File: src/adc_out_defs.svh
// Constants of the converter output stage
`ifndef ADC_OUT_DEFS_SVH
`define ADC_OUT_DEFS_SVH
`define CODE_WIDTH 8
`define CODE_ALL_ONES 8'hff
`define CODE_ALL_ZEROS 8'h00
`define CODE_RESET 8'h00
`define FLAG_RESET 1'b0
`define VALID_EDGE_COUNT 2'h2
`define CLK_MAX_MHZ 75
`define REF_CLK_MHZ 125
`endif

File: src/adc_out_pkg.sv
// Types of the converter output stage
package adc_out_pkg;
  typedef logic [7:0] code_t;
  typedef enum logic [1:0]
  {
    RANGE_IN = 2'b01,
    RANGE_OUT = 2'b10
  } range_t;
endpackage : adc_out_pkg

File: src/sample_classify.sv
// Saturation and range classification of one raw sample
`timescale 1ns/10ps
`include "adc_out_defs.svh"
module sample_classify
(
  input wire adc_out_pkg::code_t raw_code_i,
  input wire logic above_top_i,
  input wire logic below_bottom_i,
  output adc_out_pkg::code_t code_o,
  output logic range_flag_o
);
  import adc_out_pkg::*;

  always_comb
  begin
    code_o = raw_code_i;
    if (above_top_i)
    begin
      code_o = `CODE_ALL_ONES;
    end
    else if (below_bottom_i)
    begin
      code_o = `CODE_ALL_ZEROS;
    end
    range_flag_o = above_top_i | below_bottom_i;
  end
endmodule : sample_classify

File: src/adc_sample_output_stage.sv
// Output stage: sample capture, output latch, float control
// Summary of operation
// - Float request high floats the code bus
// - Low drives code and flag; high floats both
// - Works from stopped clock up to 75 MHz
// - Data valid from second edge after restart
// - Flag high when input outside the references
// - Above top reference code is all ones
// - Below bottom reference code is all zeros
// - Sample taken on the rising clock edge
// - Output word lags its sample one cycle
// - Eight-bit straight binary, bit seven MSB
`timescale 1ns/10ps
`include "adc_out_defs.svh"
module adc_sample_output_stage
#(
  parameter int CODE_W = `CODE_WIDTH
)
(
  input wire logic ref_clk_i,
  input wire logic nrst_i,
  input wire logic sample_tick_i,
  input wire adc_out_pkg::code_t raw_code_i,
  input wire logic above_top_i,
  input wire logic below_bottom_i,
  input wire logic output_float_request_i,
  output adc_out_pkg::code_t sample_code_o,
  output logic sample_code_oe_o,
  output logic range_flag_o,
  output logic range_flag_oe_o,
  output logic data_valid_o
);
  import adc_out_pkg::*;

  typedef struct packed
  {
    logic [1:0] float_sync;
    logic [1:0] ovr_sync;
    logic [1:0] und_sync;
    code_t cap_code;
    logic cap_flag;
    code_t out_code;
    logic out_flag;
    logic [1:0] edge_cnt;
  } state_t;

  state_t s_q;
  state_t s_d;
  code_t cls_code;
  logic cls_flag;

  // Raw sample is taken as a bus word from converter logic on this clock
  sample_classify sample_classify_inst
  (
    .raw_code_i(raw_code_i),
    .above_top_i(s_q.ovr_sync[1]),
    .below_bottom_i(s_q.und_sync[1]),
    .code_o(cls_code),
    .range_flag_o(cls_flag)
  );

  always_comb
  begin
    s_d = s_q;
    s_d.float_sync = {s_q.float_sync[0], output_float_request_i};
    s_d.ovr_sync = {s_q.ovr_sync[0], above_top_i};
    s_d.und_sync = {s_q.und_sync[0], below_bottom_i};
    if (sample_tick_i)
    begin
      // Capture on sampling edge, present on the next one
      s_d.cap_code = cls_code;
      s_d.cap_flag = cls_flag;
      s_d.out_code = s_q.cap_code;
      s_d.out_flag = s_q.cap_flag;
      // Validity counts edges since the first one after a stop
      if (s_q.edge_cnt != `VALID_EDGE_COUNT)
      begin
        s_d.edge_cnt = s_q.edge_cnt + 2'h1;
      end
    end
    else
    begin
      // Stopped sampling clock: restart counts anew
      s_d.edge_cnt = 2'h0;
    end
  end

  always_ff @(posedge ref_clk_i or negedge nrst_i)
  begin
    if (!nrst_i)
    begin
      s_q <= '{float_sync: 2'h3, ovr_sync: 2'h0, und_sync: 2'h0,
               cap_code: `CODE_RESET, cap_flag: `FLAG_RESET,
               out_code: `CODE_RESET, out_flag: `FLAG_RESET,
               edge_cnt: 2'h0};
    end
    else
    begin
      s_q <= s_d;
    end
  end

  assign sample_code_o = s_q.out_code;
  assign range_flag_o = s_q.out_flag;
  assign sample_code_oe_o = ~s_q.float_sync[1];
  assign range_flag_oe_o = ~s_q.float_sync[1];
  assign data_valid_o = (s_q.edge_cnt == `VALID_EDGE_COUNT);
endmodule : adc_sample_output_stage

File: config.mk
export PLATFORM = sky130hd
export DESIGN_NAME = adc_sample_output_stage
export DESIGN_NICKNAME = d
export VERILOG_FILES = /design/src/adc_out_pkg.sv /design/src/sample_classify.sv /design/src/adc_sample_output_stage.sv
export VERILOG_INCLUDE_DIRS = /design/src
export SDC_FILE = /design/constraint.sdc
export NUM_CORES = 1
export LEC_CHECK = 0
export ABC_CLOCK_PERIOD_IN_PS = 1800
export BUFFER_PORTS_ARGS = -buffer_cell sky130_fd_sc_hd__buf_2
export CORE_MARGIN = 2
export CORE_UTILIZATION = 55
export CTS_CLUSTER_DIAMETER = 30
export DETAILED_ROUTE_END_ITERATION = 16
export HOLD_SLACK_MARGIN = 0.02
export PLACE_DENSITY = 0.82
export SLEW_MARGIN = 40
export SYNTH_ARGS = -nofsm -noshare
export SYNTH_HDL_FRONTEND = slang
export SYNTH_SLANG_ARGS = --single-unit
export TNS_END_PERCENT = 50
File: constraint.sdc
create_clock -name ref_clk_i -period 1.8 [get_ports ref_clk_i]
set_clock_uncertainty 0.05 [all_clocks]
set_input_delay 0.36 -clock ref_clk_i [delete_from_list [all_inputs] [get_ports ref_clk_i]]
set_output_delay 0.36 -clock ref_clk_i [all_outputs]
set_load 0.01 [all_outputs]
==> results of run 1 <==
power breakdown:
part | total [mW] | leakage, nW | internal (mW) | switching (mW)
Clock | 0.393 | 0.0279 | 0.225 | 0.168
Combinational | 0.236 | 0.256 | 0.130 | 0.106
Sequential | 0.700 | 0.286 | 0.658 | 0.0416
Total | 1.33 | 0.569 | 1.01 | 0.316
critical path: cells and delay by family (launching register included):
| kind | cells | cell delay, ns |
|---|---|---|
| flip-flops | 1 | 0.42 |
| adder cells (fa/ha/maj) | 1 | 0.20 |
| buffers and inverters | 2 | 0.21 |
layout make-up:
class,instances,area share
multi-input cells,43,0.274
clock inverters,1,0.0245
flip-flops and latches,26,0.533
repair buffers,27,0.116
inverters,2,0.00613
clock buffers,3,0.0184
well taps,27,0.0276
cell families (layout without fill, tap and decap cells):
group                    after synthesis  after routing  share of synthesized area
flip-flops                            26             26                      0.599
AND/OR/NAND/NOR                       22             22                      0.102
XOR/XNOR                               1              1                    0.00803
adder cells (fa/ha/maj)                1              1                     0.0115
multiplexers                           9              9                      0.120
buffers and inverters                 14             33                     0.0940
AO/OA/AOI/OAI                         10             10                     0.0654
routing by layer:
layer | share of wire | vias to the layer above | GRT usage
met5 | 0 | - | 0
met4 | 0.0078 | 0 | 0.0857
met3 | 0.048 | 2 | 0.0370
met2 | 0.50 | 17 | 0.248
met1 | 0.44 | 303 | 0.184
li1 | - | 300 | -
cell usage in the layout, fill, tap and decap left out:
master	netlist	final
buf_2	1	25
dfrtp_1	24	24
nor2_1	10	10
nand2b_1	8	8
mux2_4	8	8
a21oi_2	5	5
a21oi_1	4	4
clkbuf_4	0	3
inv_1	2	2
dfstp_2	2	2
xnor2_1	1	1
and2_1	1	1
and2b_1	1	1
nand2_1	1	1
or2_1	1	1
a21boi_1	1	1
mux2_2	1	1
ha_1	1	1
bufinv_16	0	1
dlygate4sd3_1	0	1
buf_4	9	1
worst min path at each step:
stage	start	to	cells past startpoint
after floorplan	nrst_i	range_flag_o	0
after global placement	s_d[23]	s_q[23]	0
after detailed placement	s_d[23]	s_q[23]	0
after CTS	output_float_request_i	s_d[25]	1
after global routing	output_float_request_i	s_d[25]	1
final	output_float_request_i	s_d[25]	1
sequential cells by signal, indices dropped and copies added (netlist names):
signal,cells
range_flag_o,1
sample_code_o,8
s_q,14
s_d,3
stage by stage:
| step | setup WS (ns) | power [mW] | hold WS (ns) | cell area, µm² |
|---|---|---|---|---|
| floorplan | 0.682 | 0.903 | 0.0144 | 1090 |
| global placement | 0.597 | 0.937 | 0.286 | 1160 |
| global route | 0.154 | 1.41 | 0.0363 | 1220 |
| finish | 0.245 | 1.33 | 0.0676 | 1220 |
| detailed placement | 0.567 | 0.951 | 0.293 | 1160 |
| CTS | 0.222 | 1.35 | 0.0482 | 1220 |
repair_timing:
action,CTS,global route
hold buffers,1,0
buffers inserted,0,0
endpoints found under the hold margin,24,0
==> flow_summary.toml, run 1 <==
[clock_network]
clock-sinks = 26
ctsRootBufferMaster = "clkbuf_4"
cts_tree = "yes"
cts_buffer_depth = 2
cts.repair.resized = 0
clk_latency_ns = 0.32
ctsHtreeMaxLevel = 1
cts_buffers = 3
path_clk_slew_ns = 0.14

[synth]
synth-seq-area-share = 0.599
synth.avg_cell_area_um2 = 13.1
synth_warnings = 0
yosysMostFrequentCell = "dfrtp_1"
synth_edf_count = 0
synth-seq-cells = 26
syn_inst = 83
synthTopCellsByCount = "24 x dfrtp_1, 10 x nor2_1, 9 x buf_4"
synth_nets = 98
netlist_area_um2 = 1090
ys.flop_type = "dfrtp_1"
synth.top_cell.area_share = 0.550
synth-async-reset-ratio = 1.00
synth_top_cell_by_area = "dfrtp_1"
synth_cell_types = 19
synth_area_leaders = "dfrtp_1 55%, mux2_4 11%, buf_4 6.2%"

[layout]
fill_cells = 165
antenna_cells = 0
nets = 118
syn2layout_area_growth_pct = 12.3
fin_cells = 129
drive_gt1_frac = 0.451
postLayoutCoreUtil = 0.637
multiInputGateArea_um2 = 335
regArea_um2 = 653

[sta]
slew_headroom = 0.641
period_minus_slack_ns = 1.56
period_share = 0.864
finalSetupViolations = 0
max_freq_mhz = 643
rsz0062_at_grt = "false"
finalMaxSlewViolations = 0
worst_slew_pin_slew_ns = 0.539
hold_viol = 0
setup_tns_ns = 0

[critical_path]
cp_data_arrival_time_ns = 1.15
crit_path_max_incr_delay_ns = 0.42
cp.required_ns = 1.39
critPathCapture = "data_valid_o"
end_kind = "output port"
crit_start = "s_q[0]"
rr_startpoint = "s_q[0]"
slowest_stage = "dfrtp_1"
cp-start-kind = "flip-flop"
cp_cell_sequence = "inv_1 -> ha_1 -> buf_2"
r2r_end = "s_q[1]"
cp_max_fo = 4
reg2regPathDepth = 4
path_class = "reg -> out"
reg2reg_slack_ns = 0.65

[placed_design]
gp_congestion = 0.673
dp_cells = 124
io_buffer_count = 25
dp_hpwl_um = 1090

[run_status]
status = "complete, no violations"

[routing]
routed_wl_um = 1530
routed_wire_length_per_instance_um = 11.9
dr.pass1.iters = 3
ant_nets = 0
viasPerCell = 4.82
via_count = 622
drc = 0
drt_iter0_markers = 3

[floorplan]
fp-row-count = 16
core_area_um2 = 1920
fp.dieW_um = 48.5
ios = 26
die_h_um = 48.5
start_util = 0.568
fp.dieArea_um2 = 2360

[grt]
grt_pass1_wl_um = 2620
grt_overflow = 0
first_global_vias = 597
grtUsageTotal = 0.151
antenna_found_initial = 0
grt_max_degree = 27

[job]
max-cap-violations = 0

[hold_path]
hp-class = "in -> reg"

[power_and_ir_drop]
leakagePower_nw = 0.569
peakVddDrop_uv = 680
p_per_area_nw_per_um2 = 1090
No activity file was read; power rests on OpenSTA's default activity.
==> inputs of run 2 (changes only) <==
--- a/config.mk
+++ b/config.mk
@@ -14,6 +14,7 @@
 export DETAILED_ROUTE_END_ITERATION = 16
 export HOLD_SLACK_MARGIN = 0.02
 export PLACE_DENSITY = 0.82
+export RECOVER_POWER = 100
 export SLEW_MARGIN = 40
 export SYNTH_ARGS = -nofsm -noshare
 export SYNTH_HDL_FRONTEND = slang
==> run 2 against run 1 <==
Net effect:
- global-route usage unchanged
- core utilization is 2.4 points lower
- worst setup slack worse by 0.016 ns
- fmax is 1.0% lower
- power is 2.5% lower
- register-to-register slack lost 0.03 ns
- non-clock buffer count unchanged
==> flow_summary.toml, run 2 (synthesis results as in run 1) <==
[floorplan]
core_area_um2 = 1920
fp.dieArea_um2 = 2360
fp-row-count = 16
ios = 26
fp.dieW_um = 48.5
die_h_um = 48.5
start_util = 0.568

[hold_path]
holdPathEnd = "s_d[25]"
hp-class = "in -> reg"
min_from = "output_float_request_i"
min_path_cells = 1

[power_and_ir_drop]
power_mw = 1.30
intPower_mw = 0.983
p_per_area_nw_per_um2 = 1100
seq_power_share = 0.539
leakagePower_nw = 0.498
combPwrFrac = 0.158
sw_frac_of_total = 0.241
p_sw_mw = 0.313
peakVddDrop_uv = 675
clkPwrFrac = 0.303

[routing]
routed_wl_um = 1540
highest_layer = "met4"
ant_nets = 0
via_count = 623
wl_met1_um = 678
met2_length_um = 768
drc = 0
drt_iter0_markers = 2
viasPerCell = 4.83
routed_wire_length_per_instance_um = 11.9
dr.pass1.iters = 4
met3WireLength_um = 81

[layout]
syn2layout_area_growth_pct = 8.03
fin_cells = 129
fill_cells = 178
final_cell_mix = "24 x dfrtp_1, 14 x clkbuf_1, 11 x buf_2"
postLayoutCoreUtil = 0.613
drive_gt1_frac = 0.245
largest_reg_flops = 14
regMostFlops = "s_q"
antenna_cells = 0
nets = 118
layout_commonest_cell = "dfrtp_1"
fin_area_um2 = 1180

[critical_path]
cp_data_arrival_time_ns = 1.16
reg2regPathDepth = 4
cp.required_ns = 1.39
reg2reg_slack_ns = 0.62
r2r_end = "s_q[1]"
end_kind = "output port"
path_class = "reg -> out"
crit_start = "s_q[0]"
cp_max_fo = 4
rr_startpoint = "s_q[0]"
cp-start-kind = "flip-flop"

[clock_network]
clk_latency_ns = 0.32
ctsHtreeMaxLevel = 1
cts_buffer_depth = 2
path_clk_slew_ns = 0.14
cts_buffers = 3
ctsRootBufferMaster = "clkbuf_4"
cts_tree = "yes"
cts.repair.resized = 0
clock-sinks = 26

[sta]
timing.hold.ws_ns = 0.0687
period_share = 0.873
finalMaxSlewViolations = 0
finalSetupViolations = 0
slew_headroom = 0.414
setup_tns_ns = 0
max_freq_mhz = 636
period_minus_slack_ns = 1.57
worst_slew_pin_slew_ns = 0.879
hold_viol = 0
rsz0062_at_grt = "false"
fin_ws_ns = 0.229

[grt]
grt_pass1_wl_um = 2620
grt_max_degree = 27
grtUsageTotal = 0.151
antenna_found_initial = 0
first_global_vias = 597
grt_overflow = 0

[placed_design]
dp_worst_setup_slack_ns = 0.567
dp_cells = 124
placed_area_um2 = 1160
io_buffer_count = 25
dp_hpwl_um = 1090
gp_congestion = 0.673

[run_status]
status = "complete, no violations"

[job]
max-cap-violations = 0
-- run 2: cell types whose count changed in the layout (fill, tap and decap cells not counted) --
cell,previous run,this run
mux2_1,0,7
a21boi_1,1,0
clkbuf_1,0,14
buf_4,1,0
buf_2,25,11
clkbuf_2,0,1
mux2_4,8,1
a21boi_0,0,1
-- run 2: how the worst max path moves through the flow --
stage                       end  slack (ns)  depth (start not counted)
3_5_place_dp   sample_code_o[4]        0.57                          3
3_3_place_gp   sample_code_o[5]        0.60                          3
2_1_floorplan            s_q[1]        0.68                          4
5_1_grt            data_valid_o        0.14                          3
4_1_cts            data_valid_o        0.22                          3
6_report           data_valid_o        0.23                          3
-- run 2: critical path, stage by stage (launching register included) --
cell and delay (ns):
dfrtp_1 0.42, inv_1 0.06, ha_1 0.21, clkbuf_1 0.16
-- run 2: cell type report --
type                       instances  area [µm²]  area share
timing repair buffer              27         123       0.104
multi-input combinational         43         309       0.262
inverter                           2        7.51     0.00637
clock buffer                       3        22.5      0.0191
tap                               27        33.8      0.0287
sequential                        26         653       0.554
clock inverter                     1        30.0      0.0255
-- run 2: power groups by stage --
stage	clock network, mW	logic (mW)	registers (mW)
detailed placement	0	0.238	0.713
CTS	0.409	0.242	0.702
global route	0.431	0.234	0.710
floorplan	0	0.201	0.702
finish	0.393	0.204	0.699
global placement	0	0.230	0.707
-- run 2: what timing repair did --
item / CTS / global route
setup buffers: 0 / 0
hold buffers: 1 / 0
endpoints found under the hold margin: 24 / 0
-- run 2: per-layer routing --
| metal | GRT usage | vias up |
|---|---|---|
| li1 | - | 300 |
| met5 | 0 | - |
| met1 | 0.184 | 304 |
| met2 | 0.248 | 17 |
| met3 | 0.0370 | 2 |
| met4 | 0.0857 | 0 |
==> inputs of run 3 (changes only) <==
--- a/config.mk
+++ b/config.mk
@@ -6,14 +6,15 @@
 export SDC_FILE = /design/constraint.sdc
 export NUM_CORES = 1
 export LEC_CHECK = 0
+export ABC_AREA = 1
 export ABC_CLOCK_PERIOD_IN_PS = 1800
 export BUFFER_PORTS_ARGS = -buffer_cell sky130_fd_sc_hd__buf_2
 export CORE_MARGIN = 2
-export CORE_UTILIZATION = 55
+export CORE_UTILIZATION = 54
 export CTS_CLUSTER_DIAMETER = 30
 export DETAILED_ROUTE_END_ITERATION = 16
 export HOLD_SLACK_MARGIN = 0.02
-export PLACE_DENSITY = 0.82
+export PLACE_DENSITY = 0.81
 export RECOVER_POWER = 100
 export SLEW_MARGIN = 40
 export SYNTH_ARGS = -nofsm -noshare
==> run 3 against run 2 <==
Net effect:
- sequential power fell by 2%
- global-route usage rose by 0.80 points
- count of clock-buffer cells in the layout rose by 1
- sequential cell count did not move
- synthesized cell count rose by 27%
- worst setup slack got worse by 0.012 ns
- power fell by 14%
- critical endpoint unchanged
==> flow_summary.toml, run 3 <==
[placed_design]
dp_hpwl_um = 1140
gp_congestion = 0.695
dp_worst_setup_slack_ns = 0.571
io_buffer_count = 25
placed_area_um2 = 1100

[clock_network]
post_cts_buffers = 0
cts_tree = "yes"
ctsHtreeMaxLevel = 1
cts_buffers = 3
clk_latency_ns = 0.31
ctsRootBufferMaster = "clkbuf_4"
cts_buffer_depth = 2
path_clk_slew_ns = 0.13
clock-sinks = 26

[synth]
synth_top_cell_by_area = "dfrtp_1"
ys.flop_type = "dfrtp_1"
synth.top_cell.area_share = 0.570
syn_inst = 105
synth_nets = 120
netlist_area_um2 = 1050
synth_edf_count = 0
synth_cell_types = 15
synth-seq-cells = 26
synth-async-reset-ratio = 1.00
synth.avg_cell_area_um2 = 10.0
synth-seq-area-share = 0.620
synth_warnings = 0
synth_area_leaders = "dfrtp_1 57%, nand2_1 13%, buf_4 6.4%"
synthTopCellsByCount = "37 x nand2_1, 24 x dfrtp_1, 10 x a21oi_1, 10 x nor2_1, 9 x buf_4"
yosysMostFrequentCell = "nand2_1"

[critical_path]
cp_data_arrival_time_ns = 1.17
cp.required_ns = 1.39
end_kind = "output port"
cp_max_fo = 4
path_class = "reg -> out"
crit_path_max_incr_delay_ns = 0.41
cp_cell_sequence = "inv_1 -> ha_1 -> clkbuf_1"
cp-start-kind = "flip-flop"
rr_startpoint = "s_q[0]"
slowest_stage = "dfrtp_1"
crit_start = "s_q[0]"

[layout]
syn2layout_area_growth_pct = 6.41
postLayoutCoreUtil = 0.629
regArea_um2 = 653
largest_reg_flops = 14
layout_commonest_cell = "nand2_1"
drive_gt1_frac = 0.161
final_cell_mix = "37 x nand2_1, 24 x dfrtp_1, 14 x clkbuf_1"
antenna_cells = 0
fill_cells = 147
regMostFlops = "s_q"
nets = 140
fin_area_um2 = 1120
multiInputGateArea_um2 = 262

[routing]
routed_wl_um = 1590
viasPerCell = 4.56
ant_nets = 0
routed_wire_length_per_instance_um = 10.7
drt_iter0_markers = 8
drc = 0
dr.pass1.iters = 4
via_count = 679

[grt]
met2_usage = 0.271
grt_max_degree = 27
first_global_vias = 610
gr-usage-met1 = 0.197
grt.busiest_layer = "met2"
use_met3 = 0.0444
antenna_found_initial = 0
grt_pass1_wl_um = 2490
grt_overflow = 0
grtUsageTotal = 0.159

[floorplan]
fp.dieW_um = 48.2
fp-row-count = 15
start_util = 0.591
die_h_um = 48.2
fp.dieArea_um2 = 2320
core_area_um2 = 1780
ios = 26

[sta]
fin_ws_ns = 0.217
finalMaxSlewViolations = 0
rsz0062_at_grt = "false"
slew_headroom = 0.588
worst_slew_pin_slew_ns = 0.618
max_freq_mhz = 632
setup_tns_ns = 0
period_share = 0.880
hold_viol = 0
period_minus_slack_ns = 1.58
finalSetupViolations = 0

[job]
max-cap-violations = 0

[power_and_ir_drop]
peakVddDrop_uv = 490
p_per_area_nw_per_um2 = 990
leakagePower_nw = 0.554

[hold_path]
min_from = "output_float_request_i"
hp-class = "in -> reg"

[run_status]
status = "complete, no violations"
-- run 3: cell types whose count changed after synthesis, sizes merged, moves of 2 or more --
cell,before,now
nor2,10,12
mux2,9,0
nand2,1,37
nand2b,8,0
inv,2,5
-- run 3: stage by stage --
stage | hold slack, ns | cells | power [mW]
final | 0.0934 | 149 | 1.11
after global routing | 0.0627 | 149 | 1.19
after CTS | 0.0845 | 149 | 1.13
after detailed placement | 0.299 | 144 | 0.896
after global placement | 0.285 | 144 | 0.882
after floorplan | 0.0144 | 105 | 0.853
-- run 3: logic make-up after synthesis --
kind of cell | count (synthesis) | synth area share
AO/OA/AOI/OAI | 11 | 0.0558
adder cells (fa/ha/maj) | 1 | 0.0119
buffers and inverters | 18 | 0.128
flip-flops | 26 | 0.620
AND/OR/NAND/NOR | 49 | 0.184
-- run 3: area by class of cell --
type / instances / share of cell area
sequential: 26 / 0.583
clock buffer: 4 / 0.0234
multi-input combinational: 61 / 0.233
tap: 25 / 0.0279
timing repair buffer: 27 / 0.113
inverter: 6 / 0.0201
-- run 3: final timing paths --
kind,endpoint,depth (start not counted),slack (ns)
min in group asynchronous,sample_code_o[2],2,0.53
max in group asynchronous,s_q[18],2,0.76
max,data_valid_o,3,0.22
min reg2reg,s_q[25],0,0.32
min,s_d[25],1,0.09
max reg2reg,s_q[0],5,0.64
-- run 3: routing by layer --
layer | vias to the layer above | wire (µm)
met5 | - | 0
met4 | 0 | 6
met3 | 2 | 49
met2 | 13 | 818
met1 | 312 | 713
li1 | 352 | -
-- run 3: worst max-delay path: cells and delay by family (launching register included) --
family                     cells  cell delay [ns]
adders and majority gates      1             0.21
DFF                            1             0.41
buffers and inverters          2             0.25
-- run 3: power by group --
group | internal, mW | switching [mW] | total, mW | leakage, nW
Combinational | 0.0709 | 0.116 | 0.187 | 0.245
Clock | 0.0863 | 0.153 | 0.240 | 0.0150
Sequential | 0.650 | 0.0335 | 0.683 | 0.294
Total | 0.807 | 0.303 | 1.11 | 0.554
-- run 3: what timing repair did --
action                    in CTS  in global routing
gates resized for setup        0                  0
hold endpoints to repair      24                  0
hold buffers                   1                  0
